`src/pci_err_cfg.svh`:
```
// Purpose: Shared constants of the PCI arbitration and error-report agent
// Assumes: Included by the package and by the design modules
// Notes: Timing figures are in PCI clocks of 10 ns
`ifndef PCI_ERR_CFG_SVH
`define PCI_ERR_CFG_SVH

// Bus widths
`define PCI_AD_W 32
`define PCI_CBE_W 4

// Input synchroniser depth for the asynchronous bus reset pin
`define SYNC_STAGES 3

// Pull-up restore time of the open-drain system error line, in clocks
`define SERR_PULLUP_CLKS 3
`define SERR_GAP_W 2

// Reset value of the sampled bus pins: everything idle (high)
`define BUS_IDLE_BIT 1'b1

`endif

```
`src/pci_err_pkg.sv`:
```
// Purpose: Types of the PCI arbitration and error-report agent
// Assumes: pci_err_cfg.svh gives widths
// Notes: Pin groups travel as packed structs
`include "pci_err_cfg.svh"

package pci_err_pkg;

    // Bused pins sampled on the PCI clock
    typedef struct packed {
        logic [`PCI_AD_W-1:0] ad;
        logic [`PCI_CBE_W-1:0] cbe_n;
        logic par;
        logic irdy_n;
        logic trdy_n;
        logic gnt_n;
    } bus_in_s;

    // Pin drivers: value and output enable of each driven pin
    typedef struct packed {
        logic req_n;
        logic req_oe;
        logic devsel_n;
        logic devsel_oe;
        logic perr_n;
        logic perr_oe;
        logic serr_n;
        logic serr_oe;
    } pin_out_s;

    // Sustained tri-state driver sequence
    typedef enum logic [1:0] {
        ST_IDLE,
        ST_LOW,
        ST_HIGH
    } sts_state_e;

endpackage

```
`src/pci_err_sync.sv`:
```
// Purpose: Three-stage synchroniser for one asynchronous pin
// Assumes: Output starts low under reset
// Notes: Output follows only once stages two and three agree
`include "pci_err_cfg.svh"

module pci_err_sync (
    // Clock and reset
    input wire logic i_clk,
    input wire logic i_resetn,
    // Asynchronous pin and filtered level
    input wire logic i_async,
    output logic o_level
);

    logic [`SYNC_STAGES-1:0] stage_r;
    logic [`SYNC_STAGES-1:0] stage_nxt;
    logic level_r;
    logic level_nxt;

    // Shift in; the first stage feeds only the second
    always_comb begin
        stage_nxt = {stage_r[`SYNC_STAGES-2:0], i_async};
        level_nxt = level_r;
        if (stage_r[1] == stage_r[2]) begin
            level_nxt = stage_r[2];
        end
    end

    // Registers
    always_ff @(posedge i_clk or negedge i_resetn) begin
        if (!i_resetn) begin
            stage_r <= '0;
            level_r <= 1'b0;
        end else begin
            stage_r <= stage_nxt;
            level_r <= level_nxt;
        end
    end

    assign o_level = level_r;

endmodule

```
`src/pci_err_agent.sv`:
```
// Purpose: Bus-master request and error-report pins of a PCI agent
// Assumes: Bus pins are synchronous to i_clk; bus reset pin is not
// Notes: User qualifiers are read in the cycle after the bus edge
// How it works
// - Own request and grant lines; request floats while bus reset holds.
// - Grant input ignored during bus reset; nothing starts from it.
// - Parity error pin only for data parity, never for special cycles.
// - Receiver drives parity error two clocks after the erroneous data.
// - Parity error held one clock per bad phase, continuous over runs.
// - Parity error driven high one clock before it floats, except when bus reset floats it at once.
// - Every data parity error reported on time, never dropped or delayed.
// - Report only as claiming target after a phase, or as master.
// - System error covers address parity, special-cycle parity, fatal faults.
// - System error driven low exactly one clock, never driven high.
// - System error changes only on clock edges.
// - System error returns high by pull-up within three clocks.
// - Both error outputs exist; each asserts only when enabled.
// - Data phase completes when both ready signals are sampled low.
// - Target claims an access by driving device select.
`include "pci_err_cfg.svh"

module pci_err_agent
    import pci_err_pkg::*;
(
    // Clock and reset
    input wire logic i_clk,
    input wire logic i_resetn,
    // Bus pins
    input wire bus_in_s i_bus,
    input wire logic i_bus_rst_n,
    // User control
    input wire logic i_want_bus,
    input wire logic i_claim,
    input wire logic i_is_master,
    input wire logic i_receiving,
    input wire logic i_special,
    input wire logic i_perr_en,
    input wire logic i_serr_en,
    input wire logic i_addr_perr,
    input wire logic i_sys_err,
    // Pin drivers
    output pin_out_s o_pins,
    // Status
    output logic o_granted,
    output logic o_dperr
);

    logic bus_rst_n_s;
    logic bus_rst;
    bus_in_s smp_r;
    bus_in_s smp_nxt;
    logic done_w;
    logic qual_w;
    logic chk_r;
    logic chk_nxt;
    logic spc_r;
    logic spc_nxt;
    logic calc_par_r;
    logic calc_par_nxt;
    logic mismatch_w;
    logic err_w;
    logic spc_err_w;
    sts_state_e perr_st_r;
    sts_state_e perr_st_nxt;
    sts_state_e ds_st_r;
    sts_state_e ds_st_nxt;
    logic serr_evt;
    logic serr_fire;
    logic serr_pend_r;
    logic serr_pend_nxt;
    logic [`SERR_GAP_W-1:0] gap_r;
    logic [`SERR_GAP_W-1:0] gap_nxt;
    pin_out_s pins_r;
    pin_out_s pins_nxt;
    logic granted_r;
    logic granted_nxt;
    logic dperr_r;
    logic dperr_nxt;

    // Bus reset pin is asynchronous, so it is filtered first
    // Three stages cost about four clocks of latency on entry and exit
    pci_err_sync u_rst_sync (
        .i_clk(i_clk),
        .i_resetn(i_resetn),
        .i_async(i_bus_rst_n),
        .o_level(bus_rst_n_s)
    );

    assign bus_rst = !bus_rst_n_s;

    // Sample the bused pins once per edge
    always_comb begin
        smp_nxt = i_bus;
    end

    // Completion and qualification of the sampled data phase
    assign done_w = !smp_r.irdy_n && !smp_r.trdy_n;
    assign qual_w = i_receiving && (i_is_master || (pins_r.devsel_oe && !pins_r.devsel_n));

    // Stage one: remember the phase and its computed parity
    // Qualifiers are taken a clock after the bus edge, so the user
    // must hold them through the data phase
    always_comb begin
        chk_nxt = done_w && qual_w && !i_special && !bus_rst;
        spc_nxt = done_w && i_special && !bus_rst;
        calc_par_nxt = ^{smp_r.ad, smp_r.cbe_n};
    end

    // Parity arrives one clock after its data
    assign mismatch_w = calc_par_r ^ smp_r.par;
    assign err_w = chk_r && mismatch_w;
    assign spc_err_w = spc_r && mismatch_w;

    // Parity error driver: low per bad phase, high one clock, then float
    // A new error in the high clock goes straight back to low, so a run
    // of bad phases with one gap never floats in between
    always_comb begin
        perr_st_nxt = perr_st_r;
        if (bus_rst) begin
            perr_st_nxt = ST_IDLE;
        end else if (err_w && i_perr_en) begin
            perr_st_nxt = ST_LOW;
        end else begin
            case (perr_st_r)
                ST_LOW: perr_st_nxt = ST_HIGH;
                ST_HIGH: perr_st_nxt = ST_IDLE;
                default: perr_st_nxt = ST_IDLE;
            endcase
        end
    end

    // Device select driver; a claim drives it low, release goes high first
    always_comb begin
        ds_st_nxt = ds_st_r;
        if (bus_rst) begin
            ds_st_nxt = ST_IDLE;
        end else if (i_claim) begin
            ds_st_nxt = ST_LOW;
        end else begin
            case (ds_st_r)
                ST_LOW: ds_st_nxt = ST_HIGH;
                ST_HIGH: ds_st_nxt = ST_IDLE;
                default: ds_st_nxt = ST_IDLE;
            endcase
        end
    end

    // System error: events wait until the pull-up has had time to restore
    // the line, so two reports never merge into one long low pulse
    assign serr_evt = (i_addr_perr || i_sys_err || spc_err_w) && i_serr_en;
    assign serr_fire = serr_pend_r && (gap_r == '0) && !bus_rst;

    always_comb begin
        serr_pend_nxt = serr_pend_r;
        gap_nxt = gap_r;
        if (bus_rst) begin
            serr_pend_nxt = 1'b0;
        end else begin
            // A new event wins over the clear of the one being sent
            serr_pend_nxt = (serr_pend_r && !serr_fire) || serr_evt;
        end
        if (serr_fire) begin
            gap_nxt = `SERR_GAP_W'(`SERR_PULLUP_CLKS);
        end else if (gap_r != '0) begin
            gap_nxt = gap_r - `SERR_GAP_W'(1);
        end
    end

    // Pin drivers, all changing on clock edges
    // Enables are registered with their values, so a pin never glitches
    // between driven and floating
    always_comb begin
        pins_nxt.req_oe = !bus_rst;
        pins_nxt.req_n = !i_want_bus;
        pins_nxt.devsel_oe = ds_st_nxt != ST_IDLE;
        pins_nxt.devsel_n = ds_st_nxt != ST_LOW;
        pins_nxt.perr_oe = perr_st_nxt != ST_IDLE;
        pins_nxt.perr_n = perr_st_nxt != ST_LOW;
        pins_nxt.serr_oe = serr_fire;
        pins_nxt.serr_n = 1'b0; // Open drain: only ever drives low
        granted_nxt = !bus_rst && !smp_r.gnt_n;
        dperr_nxt = err_w;
    end

    // Registers
    // Sampled pins reset to idle, so no phase completes out of reset
    always_ff @(posedge i_clk or negedge i_resetn) begin
        if (!i_resetn) begin
            smp_r <= {$bits(bus_in_s){`BUS_IDLE_BIT}};
            chk_r <= 1'b0;
            spc_r <= 1'b0;
            calc_par_r <= 1'b0;
            perr_st_r <= ST_IDLE;
            ds_st_r <= ST_IDLE;
            serr_pend_r <= 1'b0;
            gap_r <= '0;
            pins_r <= '{req_n: 1'b1, req_oe: 1'b0, devsel_n: 1'b1, devsel_oe: 1'b0,
                        perr_n: 1'b1, perr_oe: 1'b0, serr_n: 1'b0, serr_oe: 1'b0};
            granted_r <= 1'b0;
            dperr_r <= 1'b0;
        end else begin
            smp_r <= smp_nxt;
            chk_r <= chk_nxt;
            spc_r <= spc_nxt;
            calc_par_r <= calc_par_nxt;
            perr_st_r <= perr_st_nxt;
            ds_st_r <= ds_st_nxt;
            serr_pend_r <= serr_pend_nxt;
            gap_r <= gap_nxt;
            pins_r <= pins_nxt;
            granted_r <= granted_nxt;
            dperr_r <= dperr_nxt;
        end
    end

    assign o_pins = pins_r;
    assign o_granted = granted_r;
    assign o_dperr = dperr_r;
endmodule

```
`config.mk`:
```
export PLATFORM = sky130hd
export DESIGN_NAME = pci_err_agent
export DESIGN_NICKNAME = d
export VERILOG_FILES = /design/src/pci_err_pkg.sv /design/src/pci_err_sync.sv /design/src/pci_err_agent.sv
export VERILOG_INCLUDE_DIRS = /design/src
export SDC_FILE = /design/constraint.sdc
export NUM_CORES = 1
export LEC_CHECK = 0
export ABC_CLOCK_PERIOD_IN_PS = 1700
export BUFFER_PORTS_ARGS = -buffer_cell sky130_fd_sc_hd__buf_2
export CORE_ASPECT_RATIO = 1.25
export CORE_MARGIN = 3
export CORE_UTILIZATION = 35
export CTS_CLUSTER_DIAMETER = 50
export DETAILED_ROUTE_END_ITERATION = 12
export GPL_ROUTABILITY_DRIVEN = 0
export PLACE_DENSITY = 0.7
export SLEW_MARGIN = 20
export SYNTH_ARGS = -nofsm -noshare
export SYNTH_HDL_FRONTEND = slang
export SYNTH_SLANG_ARGS = --single-unit
```
`constraint.sdc`:
```
create_clock -name i_clk -period 1.7 [get_ports i_clk]
set_input_delay 0.34 -clock i_clk [delete_from_list [all_inputs] [get_ports i_clk]]
set_output_delay 0.34 -clock i_clk [all_outputs]
set_load 0.05 [all_outputs]
```
Word-level counts from Yosys, hierarchy flattened --
Cells that the tools add are included.
Word-level totals: register bits 63, input bits 52, output and inout port bits 10, word-level logic and storage cells 73
Operators by class: add/sub/neg operators 1, equal/unequal tests 5, multiplexer cells 9, bitwise gates (word level) 1, reductions and logical operators 33
Operators with widths (count):
- $reduce_xor 36->1 | 1
- $logic_and 1x1->1 | 16
- $mux 2 | 8
- $reduce_bool 2->1 | 4
- $logic_not 1->1 | 7
- $eq 2x1->1 const B | 2
- $logic_or 1x1->1 | 4
- $ne 2x1->1 const B | 2
- $logic_not 2->1 | 1
- $sub 2x1->2 const B | 1
- $eq 1x1->1 | 1
- $mux 1 | 1
- $xor 1x1->1 | 1

Longest topological paths before layout --
depth in word-level cells 7, mapped depth 5, gate-level depth less buffers 5

By module --
Synthesis repeated with hierarchy kept, for this count alone.
Unflattened totals: cell total of the unflattened synthesis 133, area, all modules 2150.8 um2
By module, submodules not included:
- pci_err_agent | instances 1, cells an instance 128, area each 2039.5 um2, sequential area each 1530.2 um2
- pci_err_sync | instances 1, cells an instance 5, area each 111.4 um2, sequential area each 100.1 um2

Least setup slack after synthesis --
OpenSTA, ideal clock, no wires.
kind register -> register, start point register smp_r[38] in the netlist's numbering, end point register calc_par_r, setup time 123 ps, arrival time 1472 ps, required time 1577 ps, setup slack 105 ps, stages on the path, launching flop included 6, buffers on the path 0, clock period less this slack 1595 ps, path through dfstp_2 > xor2_1 > xnor2_1 > xnor2_1 > xnor3_1 > xnor2_1
Between the ends: longest elaborated chain between the ends 1
Ends and longest elaborated chain:
- start: declaration | line pci_err_agent.sv:50 | bus_in_s smp_r;
- start signal: assignment | line pci_err_agent.sv:189 | smp_r <= {$bits(bus_in_s){`BUS_IDLE_BIT}};
- start signal: assignment | line pci_err_agent.sv:202 | smp_r <= smp_nxt;
- $reduce_xor 36->1 | line pci_err_agent.sv:106 | calc_par_nxt = ^{smp_r.ad, smp_r.cbe_n};
- via calc_par_nxt | line pci_err_agent.sv:59 | logic calc_par_nxt;
- end signal: assignment | line pci_err_agent.sv:205 | calc_par_r <= calc_par_nxt;
- end: declaration | line pci_err_agent.sv:58 | logic calc_par_r;
The timed path passes the listed nets, and every way through them passes these cells. A chain may end at the register's enable or synchronous reset.

Final worst setup path --
start point register smp_r[18] in the netlist's numbering, end point register calc_par_r
Same word-level chain as after synthesis.

==> impl_metrics.ini <==
[route]
vias = 1134
drtPass1Iterations = 4
drt-initial-drc-count = 27
totalWireLength_mm = 3.122
antenna_left = 0
via_per_inst = 3.897
wl_per_cell_um = 10.73
drcViolationCount = 0

[timing]
rsz0062_at_grt = true
period_share = 0.9945
finalSetupTns_ns = 0
setup_viol = 0
hold_viol_final = 0
fin_skew_ns = 0.005292
max_freq_mhz = 591.5
fin_crit_ns = 1.691
final_max_slew_viol_count = 0
hold_ws_ns = 0.1061

[placement]
hpwl_mm = 2.237
portBuffers = 60

[cells_and_area]
multi_input_area_um2 = 499.2
diodes = 0
final_nets = 257
area_delta_synth_final_pct = 30.30
fillCellCount = 548
regArea_um2 = 1630
drive_above_1_share = 0.5789
final_core_util = 0.4764

[cts]
cts_buffers = 9
clock_latency_ns = 0.33
cts_htree_levels = 3
postCtsSetupBuffers = 0
cts-root-buf = clkbuf_8
clockBufferDepth = 2
cts_tree = built
clkTransAtPathRegs_ns = 0.06
clock-sinks = 63

[logic_synthesis]
synth_edf_count = 0
ys_async_sr_fraction = 1.000
synth_area_per_cell_um2 = 16.21
ys_seq_area_frac = 0.7562
synth_seq_cells = 63
synth_nets = 186
synth_flop_cell = dfstp_2
synth_cells = 133
yosysUniqueCellTypes = 25
ys_warn_count = 0
syn_area_um2 = 2156

[global_route]
grt_use_total = 0.1004
grt_pass1_vias = 1246
globalRouteOverflowTotal = 0
grt_pass1_wl_mm = 5.216
grt_max_degree = 64
antenna_found_initial = 0

[floorplan]
rows = 31
core_um2 = 5896
fp.dieW_um = 76.20
fp.dieH_um = 93.75
die_area_um2 = 7143
initial_core_util = 0.3657
ios = 62

[critical_path]
crit_required_ns = 1.90
path_class = flip-flop to flip-flop
critPathMostFrequentCell = xnor2_1
cp-endpoint = calc_par_r
r2r_cells = 5
cp_slowest_cell = dfstp_2
cp-start-kind = flip-flop
critPathMaxFanout = 1
r2r_start = smp_r[18]
max_stage_delay_ns = 0.53
regToRegSetupSlack_ns = 0.009
end_kind = flip-flop
timing.rr.end = calc_par_r
worstPathArrival_ns = 1.89
crit_start = smp_r[18]
path_cells = xor2_1 > xnor2_1 > xnor2_1 > xnor3_1 > xnor2_1

[power_and_ir_drop]
power.density_nw_per_um2 = 1307
p_leak_uw = 0.001299
ir_drop_uv = 662.6

[outcome]
status = finished, final reports clean

[run]
drv_cap = 0

[hold_path]
hold_class = input pin to flip-flop
-- cell usage after synthesis (2+ instances only) --
cell     count  area, um^2
dfrtp_1     20       500.5
xor2_1       5       43.79
dfstp_2     43        1130
and3_1       2       12.51
inv_1        6       22.52
nor2b_1      4       25.02
nand2_1      4       15.01
xnor2_1     29       254.0
nor2_1       2       7.510
a21oi_1      3       15.01
-- where the power goes --
| group | total, uW | internal [uW] | switching [uW] |
|---|---|---|---|
| Combinational | 552 | 288 | 265 |
| Clock | 1410 | 904 | 506 |
| Sequential | 1710 | 1660 | 51.3 |
-- final cells by class --
| class | count | area share |
|---|---|---|
| clock inverters | 3 | 0.02316 |
| multi-input cells | 62 | 0.1777 |
| well taps | 82 | 0.03653 |
| flip-flops and latches | 63 | 0.5804 |
| clock buffers | 13 | 0.05657 |
| inverters | 6 | 0.008018 |
| repair buffers | 62 | 0.1176 |
-- worst min-delay path by stage --
stage                           from                    end  slack [ns]  depth (start not counted)
6_report                   i_bus[39]              smp_r[39]        0.11                          1
5_1_grt                    i_bus[37]              smp_r[37]        0.07                          1
4_1_cts                     i_bus[3]               smp_r[3]        0.08                          1
3_5_place_dp   u_rst_sync.stage_r[0]  u_rst_sync.stage_r[1]        0.34                          0
3_3_place_gp   u_rst_sync.stage_r[0]  u_rst_sync.stage_r[1]        0.34                          0
2_1_floorplan               i_resetn             calc_par_r        0.04                          0
-- through the flow --
step	instance area (um^2)	worst slack, ns	power, uW	instances
6_report	2809	0.009381	3671	291
5_1_grt	2809	-0.07172	3879	291
4_1_cts	2801	0.005023	3737	291
3_5_place_dp	2567	0.01386	2294	274
3_3_place_gp	2567	0.06942	2266	274
2_1_floorplan	2156	0.1055	2119	133
-- flip-flops by register name (all words and copies together), names as in the netlist, 2 cells and up --
signal              cells
o_pins                  7
ds_st_r                 2
u_rst_sync.stage_r      3
gap_r                   2
smp_r                  40
perr_st_r               2
-- what timing repair did --
action                                 4_1_cts  5_1_grt
cloned                                       0        0
pin swaps                                    1        4
hold buffers                                 1        0
endpoints found under the hold margin        3        0
gates resized for setup                      0        1
setup endpoints to repair                    1        1
-- logic make-up (layout without fill, tap and decap cells) --
| logic type | Yosys count | in the layout | share of synthesized area |
|---|---|---|---|
| and+or+nand+nor | 18 | 18 | 0.04817 |
| xor gates and xnor gates | 35 | 35 | 0.1486 |
| buffers and inverters | 8 | 84 | 0.01567 |
| adders and majority gates | 2 | 2 | 0.01045 |
| muxes | 1 | 1 | 0.005223 |
| DFF | 63 | 63 | 0.7562 |
| other | 1 | 1 | 0.001739 |
| AOI/OAI and AO/OA | 5 | 5 | 0.01393 |
-- critical path: cells and delay by family, from the launching register on --
family,cells,cell delay [ns]
flip-flops,1,0.53
XOR/XNOR,5,1.04
-- metal layers --
metal  track usage  vias to the layer above  share of wire
li1              -                      557              -
met1       0.09527                      528           0.37
met2        0.1694                       39           0.53
met3       0.04894                       10          0.068
met4       0.07251                        0          0.029
met5             0                        -              0
-- cells in the final DEF (no fill, tap or decap), drive strengths merged --
master,n
buf,61
dfstp,43
xnor2,29
dfrtp,20
clkbuf,13
inv,6
xor2,5
nand2,4
nor2b,4
a21oi,3
and3,2
nor2,2
bufinv,2
and2,1
nand3,1
nand4b,1
xnor3,1
nor4bb,1
or2,1
nand3b,1
a211o,1
mux2,1
a31oi,1
maj3,1
ha,1
conb,1
clkinv,1
dlygate4sd3,1
No activity file was read; power rests on OpenSTA's default activity.
